$ cat src/shared/charger_pkg.sv
// Shared constants and types for the charger status and thermal logic.
// Assumes a single 100 MHz clock and classic Wishbone register access.
package charger_pkg;

    // Register byte offsets.
    localparam logic [7:0] CTRL_OFS = 8'h00;
    localparam logic [7:0] STATE_OFS = 8'h04;
    localparam logic [7:0] IRQ_STAT_OFS = 8'h08;
    localparam logic [7:0] IRQ_MASK_OFS = 8'h0C;
    localparam logic [7:0] THERM_OFS = 8'h10;

    // Control register fields and reset value.
    localparam int CTRL_TWO_LINE_BIT = 0;
    localparam int CTRL_COLD_ZERO_BIT = 1;
    localparam logic [1:0] CTRL_RESET = 2'h0;

    // Die thresholds register fields and reset values, in degrees C.
    localparam int THERM_FOLD_LSB = 0;
    localparam int THERM_SHDN_LSB = 8;
    localparam logic [7:0] FOLDBACK_RESET = 8'h73;
    localparam logic [7:0] SHUTDOWN_RESET = 8'h8C;
    localparam logic [7:0] SHUTDOWN_HYST_C = 8'h0F;

    // State register field positions.
    localparam int ST_LEVEL_LSB = 0;
    localparam int ST_COLD_BIT = 3;
    localparam int ST_COOL_BIT = 4;
    localparam int ST_WARM_BIT = 5;
    localparam int ST_HOT_BIT = 6;
    localparam int ST_SHDN_BIT = 7;
    localparam int ST_FOLD_BIT = 8;
    localparam int ST_TARGET_LSB = 9;
    localparam int ST_ON_BIT = 16;
    localparam int ST_GATE_BIT = 17;

    // Interrupt bits.
    localparam int IRQ_W = 4;
    localparam int IRQ_SHDN_BIT = 0;
    localparam int IRQ_RANGE_BIT = 1;
    localparam int IRQ_FAULT_BIT = 2;
    localparam int IRQ_CHANGE_BIT = 3;
    localparam logic [IRQ_W-1:0] IRQ_RESET = 4'h0;

    // Battery zone limits in signed degrees C.
    localparam logic signed [7:0] COLD_LIMIT_LOW_C = 8'shF1; // Minus 15 C.
    localparam logic signed [7:0] COLD_LIMIT_HIGH_C = 8'sh00;
    localparam logic signed [7:0] COOL_LIMIT_C = 8'sh0F;
    localparam logic signed [7:0] WARM_LIMIT_C = 8'sh2D;
    localparam logic signed [7:0] HOT_LIMIT_C = 8'sh3C;

    // Charge current targets in percent of the fast-charge setting.
    localparam logic [6:0] TARGET_FULL_PCT = 7'h64;
    localparam logic [6:0] TARGET_FLOOR_PCT = 7'h19;
    localparam logic [6:0] TARGET_STEP_PCT = 7'h05;

    // Foldback step interval.
    localparam int CLK_PERIOD_NS = 10;
    localparam int STEP_TIME_NS = 10000;
    localparam int STEP_CYCLES = STEP_TIME_NS / CLK_PERIOD_NS;

    // Status line levels, line a in the top bit.
    localparam logic [2:0] L3_COLD = 3'h0;
    localparam logic [2:0] L3_OVLO = 3'h1;
    localparam logic [2:0] L3_CHARGING = 3'h2;
    localparam logic [2:0] L3_HOT = 3'h3;
    localparam logic [2:0] L3_DONE = 3'h4;
    localparam logic [2:0] L3_NEVER = 3'h5;
    localparam logic [2:0] L3_FAULT = 3'h6;
    localparam logic [2:0] L3_RELEASE = 3'h7;
    localparam logic [1:0] L2_CHARGING = 2'h1;
    localparam logic [1:0] L2_FAULT = 2'h2;
    localparam logic [1:0] L2_RELEASE = 2'h3;

    typedef enum logic [2:0] {
        PH_IDLE, PH_DEAD, PH_PREQUAL, PH_FAST, PH_TOPOFF, PH_DONE,
        PH_TIMER_FAULT
    } phase_t;

    typedef struct packed {
        phase_t phase;
        logic cold;
        logic hot;
        logic ovlo;
        logic uvlo;
        logic disabled;
        logic no_headroom;
        logic shutdown;
    } cond_t;

endpackage

$ cat src/hdl/charger_status.sv
// Charger status lines, battery zones, supply gating and register file.
// Assumes synchronous inputs, one clock, and a classic Wishbone master.
`timescale 1ns/1ns
`default_nettype none
module charger_status
    import charger_pkg::*;
(
    input wire logic clk_i,
    input wire logic rst_i,
    input wire logic wb_cyc_i,
    input wire logic wb_stb_i,
    input wire logic wb_we_i,
    input wire logic [7:0] wb_adr_i,
    input wire logic [3:0] wb_sel_i,
    input wire logic [31:0] wb_dat_i,
    output logic [31:0] wb_dat_o,
    output logic wb_ack_o,
    input wire phase_t phase_i,
    input wire logic signed [7:0] batt_temp_i,
    input wire logic [7:0] die_temp_i,
    input wire logic charge_enable_n_i,
    input wire logic vin_above_2v_i,
    input wire logic vin_headroom_ok_i,
    input wire logic vin_over_ovlo_i,
    input wire logic vin_under_uvlo_i,
    input wire logic status_line_a_i,
    input wire logic status_line_b_i,
    input wire logic status_line_c_i,
    output logic status_line_a_o,
    output logic status_line_b_o,
    output logic status_line_c_o,
    output logic status_line_a_oe_o,
    output logic status_line_b_oe_o,
    output logic status_line_c_oe_o,
    output logic gate_drive_supply_o,
    output logic charger_on_o,
    output logic timer_run_o,
    output logic vbat_reduced_o,
    output logic [6:0] current_target_o,
    output logic irq_o
);

    logic [1:0] ctrl_reg, ctrl_next;
    logic [15:0] therm_reg, therm_next;
    logic [IRQ_W-1:0] irq_stat_reg, irq_stat_next;
    logic [IRQ_W-1:0] irq_mask_reg, irq_mask_next;
    logic ack_reg, ack_next;
    logic [31:0] rdata_reg, rdata_next;
    logic [2:0] level_reg, level_next;
    logic gate_reg, gate_next;
    logic on_reg, on_next;
    logic vred_reg, vred_next;
    logic [6:0] target_reg, target_next;
    logic shdn_prev_reg, range_prev_reg, fault_prev_reg;
    logic wr_en, two_line;
    logic signed [7:0] cold_limit;
    logic cold, cool, warm, hot, out_of_range, charging, active;
    logic shutdown, folding;
    logic [6:0] die_target;
    logic [31:0] state_word;
    logic [IRQ_W-1:0] events, w1c;
    cond_t cond;
    logic unused_lines;

    // Line readback is not needed; the host sees the wire directly.
    assign unused_lines = status_line_a_i ^ status_line_b_i ^ status_line_c_i;

    // Battery zones from the thermistor temperature.
    assign two_line = ctrl_reg[CTRL_TWO_LINE_BIT];
    assign cold_limit = ctrl_reg[CTRL_COLD_ZERO_BIT] ?
        COLD_LIMIT_HIGH_C : COLD_LIMIT_LOW_C;
    assign cold = batt_temp_i < cold_limit;
    assign hot = batt_temp_i > HOT_LIMIT_C;
    assign cool = !cold && batt_temp_i < COOL_LIMIT_C;
    assign warm = !hot && batt_temp_i > WARM_LIMIT_C;
    assign out_of_range = cold | hot;
    assign charging = (phase_i == PH_DEAD) || (phase_i == PH_PREQUAL) ||
        (phase_i == PH_FAST) || (phase_i == PH_TOPOFF);

    // Condition bundle for the line encoder.
    always_comb
    begin
        cond.phase = phase_i;
        cond.cold = cold;
        cond.hot = hot;
        cond.ovlo = vin_over_ovlo_i;
        cond.uvlo = vin_under_uvlo_i;
        cond.disabled = charge_enable_n_i;
        cond.no_headroom = !vin_headroom_ok_i;
        cond.shutdown = shutdown;
    end

    status_encoder u_encoder (
        .cond_i(cond),
        .two_line_i(two_line),
        .level_o(level_next)
    );

    die_thermal u_die (
        .clk_i(clk_i),
        .rst_i(rst_i),
        .die_temp_i(die_temp_i),
        .fold_thr_i(therm_reg[THERM_FOLD_LSB +: 8]),
        .shdn_thr_i(therm_reg[THERM_SHDN_LSB +: 8]),
        .target_o(die_target),
        .shutdown_o(shutdown),
        .folding_o(folding)
    );

    // Charger power and current target decisions.
    always_comb
    begin
        gate_next = !charge_enable_n_i && vin_above_2v_i &&
            vin_headroom_ok_i;
        active = gate_next && !shutdown && !vin_under_uvlo_i &&
            !vin_over_ovlo_i && !out_of_range && charging;
        on_next = active;
        vred_next = active && warm;
        if (!active)
            target_next = 7'h00;
        else if (cool)
            target_next = {1'b0, die_target[6:1]};
        else
            target_next = die_target;
    end

    // Readable state word.
    always_comb
    begin
        state_word = 32'h0000_0000;
        state_word[ST_LEVEL_LSB +: 3] = level_reg;
        state_word[ST_COLD_BIT] = cold;
        state_word[ST_COOL_BIT] = cool;
        state_word[ST_WARM_BIT] = warm;
        state_word[ST_HOT_BIT] = hot;
        state_word[ST_SHDN_BIT] = shutdown;
        state_word[ST_FOLD_BIT] = folding;
        state_word[ST_TARGET_LSB +: 7] = target_reg;
        state_word[ST_ON_BIT] = on_reg;
        state_word[ST_GATE_BIT] = gate_reg;
    end

    // Bus slave: ack one cycle after the request, write on the ack edge.
    always_comb
    begin
        ack_next = wb_cyc_i && wb_stb_i && !ack_reg;
        wr_en = wb_cyc_i && wb_stb_i && wb_we_i && ack_reg;
        rdata_next = rdata_reg;
        ctrl_next = ctrl_reg;
        therm_next = therm_reg;
        irq_mask_next = irq_mask_reg;
        w1c = '0;
        if (ack_next)
        begin
            case (wb_adr_i)
                CTRL_OFS: rdata_next = {30'h0, ctrl_reg};
                STATE_OFS: rdata_next = state_word;
                IRQ_STAT_OFS: rdata_next = {28'h0, irq_stat_reg};
                IRQ_MASK_OFS: rdata_next = {28'h0, irq_mask_reg};
                THERM_OFS: rdata_next = {16'h0, therm_reg};
                default: rdata_next = 32'h0000_0000;
            endcase
        end
        if (wr_en && wb_sel_i[0])
        begin
            case (wb_adr_i)
                CTRL_OFS: ctrl_next = wb_dat_i[1:0];
                IRQ_STAT_OFS: w1c = wb_dat_i[IRQ_W-1:0];
                IRQ_MASK_OFS: irq_mask_next = wb_dat_i[IRQ_W-1:0];
                THERM_OFS: therm_next[7:0] = wb_dat_i[7:0];
                default: ;
            endcase
        end
        if (wr_en && wb_sel_i[1] && wb_adr_i == THERM_OFS)
            therm_next[15:8] = wb_dat_i[15:8];
    end

    // Sticky events; a new event wins over a clear in the same cycle.
    always_comb
    begin
        events = '0;
        events[IRQ_SHDN_BIT] = shutdown && !shdn_prev_reg;
        events[IRQ_RANGE_BIT] = out_of_range && !range_prev_reg;
        events[IRQ_FAULT_BIT] = (phase_i == PH_TIMER_FAULT) &&
            !fault_prev_reg;
        events[IRQ_CHANGE_BIT] = level_next != level_reg;
        irq_stat_next = (irq_stat_reg & ~w1c) | events;
    end

    // Register everything.
    always_ff @(posedge clk_i)
    begin
        if (rst_i)
        begin
            ctrl_reg <= CTRL_RESET;
            therm_reg <= {SHUTDOWN_RESET, FOLDBACK_RESET};
            irq_stat_reg <= IRQ_RESET;
            irq_mask_reg <= IRQ_RESET;
            ack_reg <= 1'b0;
            rdata_reg <= 32'h0000_0000;
            level_reg <= L3_RELEASE;
            gate_reg <= 1'b0;
            on_reg <= 1'b0;
            vred_reg <= 1'b0;
            target_reg <= 7'h00;
            shdn_prev_reg <= 1'b0;
            range_prev_reg <= 1'b0;
            fault_prev_reg <= 1'b0;
        end
        else
        begin
            ctrl_reg <= ctrl_next;
            therm_reg <= therm_next;
            irq_stat_reg <= irq_stat_next;
            irq_mask_reg <= irq_mask_next;
            ack_reg <= ack_next;
            rdata_reg <= rdata_next;
            level_reg <= level_next;
            gate_reg <= gate_next;
            on_reg <= on_next;
            vred_reg <= vred_next;
            target_reg <= target_next;
            shdn_prev_reg <= shutdown;
            range_prev_reg <= out_of_range;
            fault_prev_reg <= (phase_i == PH_TIMER_FAULT);
        end
    end

    // Open-drain pins: data always low, enable pulls for a zero level.
    assign status_line_a_o = 1'b0;
    assign status_line_b_o = 1'b0;
    assign status_line_c_o = 1'b0;
    assign status_line_a_oe_o = ~level_reg[2];
    assign status_line_b_oe_o = ~level_reg[1];
    assign status_line_c_oe_o = ~level_reg[0];
    assign gate_drive_supply_o = gate_reg;
    assign charger_on_o = on_reg;
    assign timer_run_o = on_reg;
    assign vbat_reduced_o = vred_reg;
    assign current_target_o = target_reg;
    assign irq_o = |(irq_stat_reg & irq_mask_reg);
    assign wb_ack_o = ack_reg;
    assign wb_dat_o = rdata_reg;

    property p_cold3;
        @(posedge clk_i) disable iff (rst_i)
        (!two_line && cold && !cond.ovlo && phase_i != PH_TIMER_FAULT &&
            !shutdown && !charge_enable_n_i && !vin_under_uvlo_i &&
            vin_headroom_ok_i) |=> level_reg == L3_COLD;
    endproperty
    a_cold3: assert property (p_cold3)
        else $error("Cold battery did not pull all lines low.");

    property p_fault3;
        @(posedge clk_i) disable iff (rst_i)
        (!two_line && phase_i == PH_TIMER_FAULT && !shutdown &&
            gate_next && !vin_under_uvlo_i) |=> level_reg == L3_FAULT;
    endproperty
    a_fault3: assert property (p_fault3)
        else $error("Timer fault not shown on the three lines.");

    property p_never101;
        @(posedge clk_i) disable iff (rst_i)
        !two_line |=> level_reg != L3_NEVER;
    endproperty
    a_never101: assert property (p_never101)
        else $error("Forbidden three-line code appeared.");

    property p_release3;
        @(posedge clk_i) disable iff (rst_i)
        (!two_line && (shutdown || charge_enable_n_i)) |=>
            level_reg == L3_RELEASE;
    endproperty
    a_release3: assert property (p_release3)
        else $error("Lines not released while disabled.");

    property p_two_never00;
        @(posedge clk_i) disable iff (rst_i)
        two_line |=> !(status_line_a_oe_o && status_line_b_oe_o);
    endproperty
    a_two_never00: assert property (p_two_never00)
        else $error("Both two-line status lines pulled low.");

    property p_two_release;
        @(posedge clk_i) disable iff (rst_i)
        (two_line && phase_i == PH_DONE) |=> level_reg[2:1] == L2_RELEASE;
    endproperty
    a_two_release: assert property (p_two_release)
        else $error("Done state did not release both lines.");

    property p_hot_line_c;
        @(posedge clk_i) disable iff (rst_i)
        two_line |=> status_line_c_oe_o == $past(hot);
    endproperty
    a_hot_line_c: assert property (p_hot_line_c)
        else $error("Line c does not follow the hot battery flag.");

    property p_gate;
        @(posedge clk_i) disable iff (rst_i)
        charge_enable_n_i |=> !gate_drive_supply_o;
    endproperty
    a_gate: assert property (p_gate)
        else $error("Gate supply on while charging is disabled.");

    property p_range_stop;
        @(posedge clk_i) disable iff (rst_i)
        out_of_range |=> !timer_run_o && current_target_o == 7'h00;
    endproperty
    a_range_stop: assert property (p_range_stop)
        else $error("Charging continued outside the battery range.");

    property p_cool_half;
        @(posedge clk_i) disable iff (rst_i)
        (cool && active) |=> current_target_o == $past(die_target) >> 1;
    endproperty
    a_cool_half: assert property (p_cool_half)
        else $error("Cool zone did not halve the current target.");

endmodule
`default_nettype wire

$ cat src/hdl/die_thermal.sv
// Die temperature foldback and shutdown with hysteresis.
// Assumes die temperature arrives as unsigned degrees C, clock-synchronous.
`timescale 1ns/1ns
`default_nettype none
module die_thermal
    import charger_pkg::*;
(
    input wire logic clk_i,
    input wire logic rst_i,
    input wire logic [7:0] die_temp_i,
    input wire logic [7:0] fold_thr_i,
    input wire logic [7:0] shdn_thr_i,
    output logic [6:0] target_o,
    output logic shutdown_o,
    output logic folding_o
);

    typedef enum logic [1:0] {TH_NORMAL, TH_FOLD, TH_SHDN} th_state_t;

    th_state_t state_reg, state_next;
    logic [6:0] target_reg, target_next;
    logic [9:0] tick_cnt_reg, tick_cnt_next;
    logic tick;
    logic [7:0] resume_thr;

    // Step divider and the cooled-down resume point.
    assign tick = (tick_cnt_reg == 10'(STEP_CYCLES - 1));
    assign resume_thr = (shdn_thr_i > SHUTDOWN_HYST_C) ?
        shdn_thr_i - SHUTDOWN_HYST_C : 8'h00;

    // Next state: step the target down to the floor, shut down when hot.
    always_comb
    begin
        state_next = state_reg;
        target_next = target_reg;
        tick_cnt_next = tick ? 10'h000 : tick_cnt_reg + 10'h001;
        case (state_reg)
            TH_NORMAL:
            begin
                target_next = TARGET_FULL_PCT;
                if (die_temp_i > fold_thr_i)
                    state_next = TH_FOLD;
            end
            TH_FOLD:
            begin
                if (tick && die_temp_i > fold_thr_i)
                begin
                    if (target_reg >= TARGET_FLOOR_PCT + TARGET_STEP_PCT)
                        target_next = target_reg - TARGET_STEP_PCT;
                    else
                        target_next = TARGET_FLOOR_PCT;
                end
                else if (tick)
                begin
                    if (target_reg + TARGET_STEP_PCT >= TARGET_FULL_PCT)
                        state_next = TH_NORMAL;
                    else
                        target_next = target_reg + TARGET_STEP_PCT;
                end
            end
            TH_SHDN:
            begin
                target_next = TARGET_FLOOR_PCT;
                if (die_temp_i <= resume_thr)
                    state_next = TH_NORMAL;
            end
            default:
                state_next = TH_NORMAL;
        endcase
        if (die_temp_i > shdn_thr_i)
            state_next = TH_SHDN;
    end

    // Register the thermal state.
    always_ff @(posedge clk_i)
    begin
        if (rst_i)
        begin
            state_reg <= TH_NORMAL;
            target_reg <= TARGET_FULL_PCT;
            tick_cnt_reg <= 10'h000;
        end
        else
        begin
            state_reg <= state_next;
            target_reg <= target_next;
            tick_cnt_reg <= tick_cnt_next;
        end
    end

    assign target_o = target_reg;
    assign shutdown_o = (state_reg == TH_SHDN);
    assign folding_o = (state_reg == TH_FOLD);

    property p_fold_floor;
        @(posedge clk_i) disable iff (rst_i)
        target_reg >= TARGET_FLOOR_PCT;
    endproperty
    a_fold_floor: assert property (p_fold_floor)
        else $error("Foldback target fell below the floor.");

    property p_shdn_hold;
        @(posedge clk_i) disable iff (rst_i)
        (state_reg == TH_SHDN && die_temp_i > resume_thr) |=>
            state_reg == TH_SHDN;
    endproperty
    a_shdn_hold: assert property (p_shdn_hold)
        else $error("Shutdown left before the die cooled enough.");

endmodule
`default_nettype wire

$ cat src/hdl/status_encoder.sv
// Combinational encoder from charger conditions to status line levels.
// Assumes the caller registers the result before it reaches the pins.
`timescale 1ns/1ns
`default_nettype none
module status_encoder
    import charger_pkg::*;
(
    input wire cond_t cond_i,
    input wire logic two_line_i,
    output logic [2:0] level_o
);

    logic quiet;
    logic charging;

    // Conditions that release every line but the two-line hot line, and the active charge phases.
    assign quiet = cond_i.shutdown | cond_i.disabled | cond_i.uvlo |
        cond_i.no_headroom;
    assign charging = (cond_i.phase == PH_DEAD) ||
        (cond_i.phase == PH_PREQUAL) || (cond_i.phase == PH_FAST) ||
        (cond_i.phase == PH_TOPOFF);

    // Priority encode; release conditions win over any phase.
    always_comb
    begin
        level_o = L3_RELEASE;
        if (!two_line_i)
        begin
            if (quiet)
                level_o = L3_RELEASE;
            else if (cond_i.phase == PH_TIMER_FAULT)
                level_o = L3_FAULT;
            else if (cond_i.ovlo)
                level_o = L3_OVLO;
            else if (cond_i.cold)
                level_o = L3_COLD;
            else if (cond_i.hot)
                level_o = L3_HOT;
            else if (cond_i.phase == PH_DONE)
                level_o = L3_DONE;
            else if (charging)
                level_o = L3_CHARGING;
        end
        else
        begin
            level_o[0] = ~cond_i.hot;
            if (quiet || cond_i.phase == PH_DONE)
                level_o[2:1] = L2_RELEASE;
            else if (cond_i.phase == PH_TIMER_FAULT || cond_i.ovlo ||
                cond_i.cold || cond_i.hot)
                level_o[2:1] = L2_FAULT;
            else if (charging)
                level_o[2:1] = L2_CHARGING;
            else
                level_o[2:1] = L2_RELEASE;
        end
    end

endmodule
`default_nettype wire

$ cat config.mk
export PLATFORM = sky130hd
export DESIGN_NAME = charger_status
export DESIGN_NICKNAME = d
export VERILOG_FILES = /design/src/shared/charger_pkg.sv /design/src/hdl/charger_status.sv /design/src/hdl/die_thermal.sv /design/src/hdl/status_encoder.sv
export SDC_FILE = /design/constraint.sdc
export NUM_CORES = 1
export LEC_CHECK = 0
export ABC_CLOCK_PERIOD_IN_PS = 2700
export BUFFER_PORTS_ARGS = -buffer_cell sky130_fd_sc_hd__buf_2
export CORE_UTILIZATION = 45
export CTS_BUF_LIST = sky130_fd_sc_hd__clkbuf_4
export CTS_CLUSTER_DIAMETER = 60
export CTS_CLUSTER_SIZE = 14
export DETAILED_ROUTE_END_ITERATION = 10
export GPL_ROUTABILITY_DRIVEN = 0
export MAX_ROUTING_LAYER = met4
export PLACE_DENSITY = 0.72
export SLEW_MARGIN = 20
export SYNTH_ARGS = -nofsm -noshare
export SYNTH_HDL_FRONTEND = slang
export SYNTH_SLANG_ARGS = --single-unit
$ cat constraint.sdc
create_clock -name clk_i -period 2.7 [get_ports clk_i]
set_clock_uncertainty 0.2 [all_clocks]
set_input_delay 0.54 -clock clk_i [delete_from_list [all_inputs] [get_ports clk_i]]
set_output_delay 0.54 -clock clk_i [all_outputs]
set_load 0.005 [all_outputs]
==> results of run 1 <==
==> cell usage after synthesis, types with 11 or more instances <==
library cell and instances:
inv_1 33, nor3_1 12, clkbuf_1 13, buf_4 19, ha_1 37, a22oi_1 16
dfxtp_1 80, nand3_1 26, a21oi_1 29, a22o_1 12, o21ai_0 20, xnor2_1 11
nor2_1 63, mux2i_1 19, nand2_1 47
==> metrics by stage <==
| stage | total power [W] | cell area, sq um | setup WS (ps) |
|---|---|---|---|
| 2_1_floorplan | 0.00153 | 5030 | 25.4 |
| 4_1_cts | 0.00225 | 5890 | 2.35 |
| 3_3_place_gp | 0.00164 | 5730 | -191 |
| 3_5_place_dp | 0.00166 | 5730 | -266 |
| 6_report | 0.00225 | 5950 | 46.9 |
| 5_1_grt | 0.00236 | 5950 | -34.5 |
==> kinds of logic (layout without fill, tap and decap cells) <==
logic type | count (synthesis) | in the layout | synth area share (%)
AOI/OAI and AO/OA | 149 | 149 | 21.4
xor gates and xnor gates | 16 | 16 | 2.82
adders and majority gates | 37 | 37 | 9.32
buffers and inverters | 78 | 185 | 8.06
DFF | 80 | 80 | 32.2
muxes | 22 | 22 | 4.51
other | 1 | 17 | 0.0755
and+or+nand+nor | 214 | 214 | 21.6
==> metal layers <==
metal  routed length (um)  global-route usage, %  vias to the layer above
met4                  335                   8.41                        0
met3                  687                   3.04                       32
met5                    0                      -                        -
met1                 5930                   29.7                     2270
li1                     -                      -                     2364
met2                 6390                   40.8                      174
==> cells in the final DEF (no fill, tap or decap), types with 17 or more instances in the layout <==
master / n
a21oi_1: 27
nand2_1: 47
buf_2: 88
ha_1: 34
nor2_1: 62
dfxtp_1: 75
mux2i_1: 19
inv_1: 31
o21ai_0: 19
conb_1: 17
buf_4: 44
nand3_1: 25
==> layout make-up <==
cell class,instances,area (sq um),area share (%)
Timing Repair Buffer,135,822,13.8
Clock buffer,9,67.6,1.13
Clock inverter,7,38.8,0.652
Sequential cell,80,1610,27.1
Multi-Input combinational cell,455,3110,52.3
Inverter,34,128,2.14
Tap cell,136,170,2.86
==> power by group through the flow <==
| stage | clock (W) | combinational [W] | sequential [W] |
|---|---|---|---|
| after floorplan | 0 | 0.000277 | 0.00125 |
| after global placement | 0 | 0.000368 | 0.00127 |
| after detailed placement | 0 | 0.000383 | 0.00127 |
| after CTS | 0.000617 | 0.000387 | 0.00125 |
| after global routing | 0.000670 | 0.000441 | 0.00125 |
| final | 0.000604 | 0.000399 | 0.00125 |
==> worst max-delay path by stage <==
stage                         from            endpoint  slack (ps)  depth (start not counted)
floorplan           batt_temp_i[5]     irq_stat_reg[3]          30                          8
global placement    batt_temp_i[5]     irq_stat_reg[3]        -190                          9
detailed placement  batt_temp_i[5]     irq_stat_reg[3]        -270                          9
CTS                   therm_reg[9]  u_die.state_reg[1]           2                         12
global route          therm_reg[9]  u_die.state_reg[1]         -30                         11
finish                therm_reg[9]  u_die.state_reg[1]          50                         11
==> repair_timing <==
| item | 4_1_cts | 5_1_grt |
|---|---|---|
| cloned | 0 | 0 |
| gates resized for setup | 9 | 19 |
| buffers inserted | 2 | 0 |
| setup endpoints to repair | 3 | 7 |
| pin swaps | 3 | 15 |
==> flow_summary.json, run 1 <==
{
  "synth_cell_type_count": 74,
  "ys_seq_area_share_pct": 32.2,
  "status": "finished, final reports clean",
  "n_antenna_cell": 0,
  "ys.flop_type": "dfxtp_1",
  "cts_root_buf": "clkbuf_4",
  "min_to": "gate_drive_supply_o",
  "ys_ff_latch": 80,
  "holdCritStartpoint": "charge_enable_n_i",
  "cpPeakStageDelay_ps": 370,
  "io_buffer_count": 88,
  "cts_max_level": 3,
  "yosys.area.top_type": "dfxtp_1",
  "placedCellCount": 838,
  "synthCells": 597,
  "reg2reg_depth": 11,
  "p_sw_w": 0.000696,
  "synth_area_leaders": "dfxtp_1 32%, ha_1 9.3%, nor2_1 4.8%",
  "synth_edf_count": 0,
  "drt_iter0_drc": 401,
  "cp_slowest_cell": "dfxtp_4",
  "hold_path.class": "in -> reg",
  "drc": 0,
  "path_clk_slew_ps": 140,
  "core_sq_mm": 0.0105,
  "wirelength_um": 13300,
  "arrival_ps": 2780,
  "maxCapViolations": 0,
  "worstSetupPathType": "reg -> reg",
  "area_delta_synth_final_pct": 19.8,
  "fmax_mhz": 377,
  "n_fill_cell": 954,
  "overflow": 0,
  "rows": 37,
  "rsz0062_at_grt": "yes",
  "tns_ps": 0,
  "grt_pass1_vias": 4576,
  "post-route-period-util_pct": 98.3,
  "leakagePower_nw": 2.79,
  "ctsHoldBuffers": 0,
  "worstReg2RegEnd": "u_die.state_reg[1]",
  "dr.pass1.iters": 5,
  "cp_top_family": "compound AO/OA/AOI/OAI gates",
  "antenna_found_initial": 0,
  "fin_util_pct": 56.6,
  "fin_nets": 828,
  "crit_required_ps": 2830,
  "power_density_mw_per_mm2": 378,
  "clkPwrFrac_pct": 26.8,
  "tightest_slew_ps": 581,
  "viasPerCell": 5.65,
  "cts_made_buffers": 9,
  "swShare_pct": 30.9,
  "worstSetupEndpointType": "flip-flop",
  "vias": 4840,
  "instances_no_fill": 856,
  "ios": 127,
  "crit_chain": "buf_4 -> ha_4 -> nand2_1 -> ha_4 -> nor2b_1 -> o21a_1 -> o21a_1 -> o21bai_1 -> a21oi_2 -> o311a_1 -> a41o_1",
  "largest_reg_flops": 18,
  "ir_drop_mv": 0.209,
  "die_x_um": 107,
  "worstPathMaxFanout": 3,
  "synth-async-reset-ratio_pct": 0,
  "setup_viol_count_final": 0,
  "dp_hpwl_um": 10300,
  "layout-drive-gt1-share_pct": 26.3,
  "cts_tree": "built",
  "crit_path_start_kind": "flip-flop",
  "die_area_sq_mm": 0.0115,
  "synth_area_per_cell_sq_um": 8.32,
  "clockBufferDepth": 2,
  "grt_pass1_wl_um": 21400,
  "syn_area_sq_mm": 0.00497,
  "grt_max_degree": 49,
  "clkLatencyLatePin_ps": 440,
  "ant_nets": 0,
  "clock_sink_count": 80,
  "die_h_um": 107,
  "initial_core_util_pct": 47.3,
  "wl_per_cell_um": 15.6,
  "whs_path_depth": 2,
  "post-route-min-period_ps": 2650,
  "grtUsageTotal_pct": 24.1,
  "r2r-start": "therm_reg[9]",
  "internal_power_w": 0.00156,
  "seqPwrFrac_pct": 55.4,
  "cp.buffers_inverters": 1,
  "synth_warnings": 0,
  "slew_headroom_pct": 61.0,
  "finalHoldViolCount": 0,
  "reg2reg_setup_slack_ps": 50,
  "combinationalPowerShare_pct": 17.7,
  "synth.top_cell.area_share_pct": 32.2,
  "timing.hold.ws_ps": 113,
  "final_max_slew_viol_count": 0
}
No activity file was read; power rests on OpenSTA's default activity.
==> inputs of run 2 (changes only) <==
--- a/config.mk
+++ b/config.mk
@@ -7,8 +7,8 @@
 export LEC_CHECK = 0
 export ABC_CLOCK_PERIOD_IN_PS = 2700
 export BUFFER_PORTS_ARGS = -buffer_cell sky130_fd_sc_hd__buf_2
+export CORE_MARGIN = 4
 export CORE_UTILIZATION = 45
-export CTS_BUF_LIST = sky130_fd_sc_hd__clkbuf_4
 export CTS_CLUSTER_DIAMETER = 60
 export CTS_CLUSTER_SIZE = 14
 export DETAILED_ROUTE_END_ITERATION = 10
==> run 2 against run 1 <==
Effect of this change:
- combinational power about the same
- global-route usage down 2.4 points
- worst hold slack better by 87 ps
- sequential power about the same
- count of clock-buffer cells in the layout unchanged
- total power up 5.5%
- clock power up 21%
- via count up 0.54%
- first-iteration DRC count up 16%
- sequential share of layout area down 0.28 points
- register-to-register slack about the same
- utilization down 1.2 points
==> flow_summary.json, run 2 (synthesis results as in run 1) <==
{
  "area_delta_synth_final_pct": 20.9,
  "io_buffer_count": 88,
  "viasPerCell": 5.69,
  "vias": 4866,
  "crit_required_ps": 2740,
  "clkPwrFrac_pct": 30.7,
  "finalHoldViolCount": 0,
  "combinationalPowerShare_pct": 16.9,
  "drc": 0,
  "grt_pass1_wl_um": 22100,
  "grtUsageTotal_pct": 21.7,
  "ir_drop_mv": 0.196,
  "die_x_um": 113,
  "crit_path_start_kind": "flip-flop",
  "placed_cell_area_sq_mm": 0.00573,
  "setup_viol_count_final": 0,
  "post-route-min-period_ps": 2640,
  "ant_nets": 0,
  "ios": 127,
  "fin_util_pct": 55.4,
  "rows": 38,
  "slew_headroom_pct": 56.5,
  "whs_path_depth": 2,
  "internal_power_w": 0.00169,
  "final_common_cell": "buf_2",
  "antenna_found_initial": 0,
  "die_h_um": 113,
  "fmax_mhz": 379,
  "arrival_ps": 2680,
  "n_antenna_cell": 0,
  "power_w": 0.00238,
  "die_area_sq_mm": 0.0128,
  "worstSetupEndpointType": "flip-flop",
  "final_max_slew_viol_count": 0,
  "fin_nets": 826,
  "tightest_slew_ps": 652,
  "dr.pass1.iters": 7,
  "seqPwrFrac_pct": 52.5,
  "path_clk_slew_ps": 80,
  "clkLatencyLatePin_ps": 350,
  "cts_root_buf": "clkbuf_8",
  "cts_made_buffers": 9,
  "largest_reg_flops": 18,
  "worstPathMaxFanout": 4,
  "initial_core_util_pct": 45.8,
  "core_sq_mm": 0.0108,
  "swShare_pct": 28.9,
  "cts_tree": "built",
  "status": "finished, final reports clean",
  "grt_pass1_vias": 4643,
  "design_area_sq_mm": 0.00601,
  "wl_per_cell_um": 16.0,
  "wirelength_um": 13700,
  "hold_path.class": "in -> reg",
  "overflow": 0,
  "clock_sink_count": 80,
  "post-route-period-util_pct": 97.8,
  "grt_max_degree": 49,
  "reg2reg_depth": 10,
  "leakagePower_nw": 2.83,
  "power_density_mw_per_mm2": 396,
  "layout-drive-gt1-share_pct": 25.3,
  "clockBufferDepth": 2,
  "dp_hpwl_um": 10500,
  "rsz0062_at_grt": "yes",
  "p_sw_w": 0.000687,
  "worstSetupPathType": "reg -> reg",
  "cts_max_level": 3,
  "final_cell_mix": "88 x buf_2, 77 x dfxtp_1, 63 x nor2_1, 46 x nand2_1, 43 x buf_4",
  "drt_iter0_drc": 465,
  "maxCapViolations": 0
}
[run 2: through the flow]
step                setup slack [ps]  setup TNS, ps  hold slack [ps]  cells
floorplan                       25.4              0              226    613
global placement                -213           -877              237    841
detailed placement              -513          -4660              245    841
CTS                            -16.0          -16.0              189    854
global route                   -47.9          -47.9              195    855
finish                          59.0              0              200    855
[run 2: power groups by stage]
stage	registers, W	clock network [W]	logic, W
2_1_floorplan	0.00125	0	0.000277
3_3_place_gp	0.00127	0	0.000369
3_5_place_dp	0.00127	0	0.000383
4_1_cts	0.00125	0.000749	0.000390
5_1_grt	0.00125	0.000794	0.000440
6_report	0.00125	0.000728	0.000401
[run 2: worst max-delay path, stage by stage (launching register included)]
cell and delay, ps:
dfxtp_4 370, ha_1 230, nand3_2 120, a31oi_1 100, a31oi_1 230, ha_1 300
a21o_1 200, a21oi_2 160, a21oi_2 90, o311a_1 340, a41o_1 200
[run 2: what timing repair did]
item                                    in CTS  in global routing
buffers inserted                             0                  1
endpoints found under the setup margin      11                  6
endpoints found under the hold margin        0                  0
pin swaps                                    1                 13
gates resized for setup                      9                 16
hold buffers                                 0                  0
[run 2: worst paths after layout]
path | start | end | slack (ps)
min | rst_i | gate_drive_supply_o | 200
min reg2reg | wb_dat_o[16] | wb_dat_o[16] | 250
max reg2reg | therm_reg[8] | u_die.state_reg[1] | 60
max | therm_reg[8] | u_die.state_reg[1] | 60
[run 2: metal layers]
layer | routed length [um] | vias to the layer above | share of wire, % | global-route usage (%)
li1 | - | 2361 | - | -
met1 | 6030 | 2250 | 44 | 27.0
met2 | 6410 | 217 | 47 | 36.2
met3 | 897 | 38 | 6.6 | 2.78
met4 | 333 | 0 | 2.4 | 8.09
met5 | 0 | - | 0 | -
[run 2: area by class of cell]
type | count | area [sq um]
clock inverter | 4 | 25.0
sequential | 80 | 1610
inverter | 34 | 128
fill | 984 | 4830
tap | 140 | 175
multi-input combinational | 455 | 3140
timing repair buffer | 133 | 803
clock buffer | 9 | 124
==> inputs of run 3 (changes only) <==
--- a/config.mk
+++ b/config.mk
@@ -7,7 +7,7 @@
 export LEC_CHECK = 0
 export ABC_CLOCK_PERIOD_IN_PS = 2700
 export BUFFER_PORTS_ARGS = -buffer_cell sky130_fd_sc_hd__buf_2
-export CORE_MARGIN = 4
+export CORE_MARGIN = 5
 export CORE_UTILIZATION = 45
 export CTS_CLUSTER_DIAMETER = 60
 export CTS_CLUSTER_SIZE = 14
==> run 3 against run 2 <==
Effect of this change:
- design area up 1.6%
- count of clock-buffer cells in the layout grew 1
- routed wire length rose by 0.59%
- total power is 7.4% higher
- sequential power barely moved
- maximum frequency grew 0.74%
- clock power grew 24%
- largest cell class unchanged
- worst hold slack lost 47 ps
- final cell count grew 0.58%
- combinational power hardly changed
==> flow_summary.json, run 3 (synthesis results as in run 1) <==
{
  "maxCapViolations": 0,
  "cts_max_level": 3,
  "grt_pass1_vias": 4803,
  "pre_cts_slack_ps": -342,
  "area_delta_synth_final_pct": 22.9,
  "wl_per_cell_um": 16.0,
  "die_x_um": 115,
  "cts_made_buffers": 9,
  "regArea_sq_mm": 0.00161,
  "clock_sink_count": 80,
  "largest_reg_flops": 18,
  "arrival_ps": 2680,
  "final_max_slew_viol_count": 0,
  "antenna_found_initial": 0,
  "crit_required_ps": 2760,
  "die_h_um": 115,
  "cts_root_buf": "clkbuf_8",
  "post-route-min-period_ps": 2620,
  "ios": 127,
  "core_sq_mm": 0.0108,
  "path_clk_slew_ps": 80,
  "fin_nets": 828,
  "n_antenna_cell": 0,
  "cts_tree": "built",
  "rows": 38,
  "dp_hpwl_um": 10700,
  "finalHoldViolCount": 0,
  "fin_util_pct": 56.3,
  "tns_ps": 0,
  "r2r-start": "therm_reg[9]",
  "crit_path_start_kind": "flip-flop",
  "drt_iter0_drc": 378,
  "status": "finished, final reports clean",
  "clockBufferDepth": 2,
  "dr.pass1.iters": 5,
  "worstSetupPathType": "reg -> reg",
  "vias": 4849,
  "n_fill_cell": 991,
  "worstPathMaxFanout": 3,
  "power_density_mw_per_mm2": 418,
  "cp-startpoint": "therm_reg[9]",
  "ant_nets": 0,
  "worstSetupEndpointType": "flip-flop",
  "final_cell_mix": "88 x buf_2, 75 x dfxtp_1, 62 x nor2_1, 45 x nand2_1, 42 x buf_4",
  "leakagePower_nw": 2.84,
  "multi_input_area_sq_mm": 0.00317,
  "holdCritStartpoint": "charge_enable_n_i",
  "hold_path.class": "in -> reg",
  "grt_pass1_wl_um": 22700,
  "drc": 0,
  "grtUsageTotal_pct": 21.9,
  "setup_viol_count_final": 0,
  "tightest_slew_ps": 599,
  "setup_ws_ps": 78.5,
  "layout-drive-gt1-share_pct": 26.9,
  "final_common_cell": "buf_2",
  "die_area_sq_mm": 0.0132,
  "ctsHoldBuffers": 0,
  "post-route-period-util_pct": 97.1,
  "clkLatencyLatePin_ps": 370,
  "wirelength_um": 13800,
  "ir_drop_mv": 0.221,
  "grt_max_degree": 49,
  "io_buffer_count": 88,
  "slew_headroom_pct": 60.0,
  "fmax_mhz": 381,
  "power_w": 0.00255,
  "viasPerCell": 5.64,
  "overflow": 0,
  "initial_core_util_pct": 45.8
}
==> run 3: changes by cell type in the layout (fill, tap and decap cells not counted), moves of 3 or more <==
| cell | before | now |
|---|---|---|
| dfxtp_2 | 1 | 5 |
| ha_4 | 2 | 5 |
| buf_6 | 0 | 3 |
| ha_1 | 35 | 31 |
==> run 3: through the flow <==
| step | area (sq um) | hold slack, ps | std cells |
|---|---|---|---|
| final | 6100 | 153 | 860 |
| after global routing | 6100 | 158 | 860 |
| after CTS | 5990 | 137 | 860 |
| after detailed placement | 5730 | 261 | 841 |
| after global placement | 5730 | 238 | 841 |
| after floorplan | 5030 | 226 | 613 |
==> run 3: worst paths after layout <==
kind | slack (ps) | endpoint | cells past startpoint
max | 80 | u_die.state_reg[1] | 11
min | 150 | gate_drive_supply_o | 2
max reg2reg | 80 | u_die.state_reg[1] | 11
min reg2reg | 270 | wb_dat_o[16] | 2
==> run 3: area by class of cell <==
class                   count  share of cell area [%]
clock buffers              10                    2.09
inverters                  34                    2.09
well taps                 140                    2.87
multi-input cells         455                    51.9
repair buffers            135                    13.6
flip-flops and latches     80                    26.3
clock inverters             6                    1.13
==> run 3: what timing repair did <==
| item | CTS | global route |
|---|---|---|
| gates resized for setup | 11 | 23 |
| pin swaps | 4 | 15 |
| endpoints found under the setup margin | 3 | 3 |
| setup buffers | 3 | 0 |
==> run 3: worst max-delay path: stages, from the launching register on <==
cell,delay [ps]
dfxtp_2,330
nand2_1,100
nor3_4,50
buf_4,130
buf_4,120
o41ai_1,350
ha_1,340
nand4_1,130
o21bai_1,140
a21oi_2,100
o311a_1,340
a41o_1,200
==> run 3: where the power goes <==
group / internal [W] / switching [W]
clock: 0.000432 / 0.000471
combinational: 0.000170 / 0.000233
sequential: 0.00121 / 0.0000383
total: 0.00181 / 0.000742
==> run 3: routing by layer <==
layer	global-route usage, %	wire length [um]
met1	26.3	5760
met2	36.5	6750
met3	3.63	945
met4	8.92	297
met5	-	0
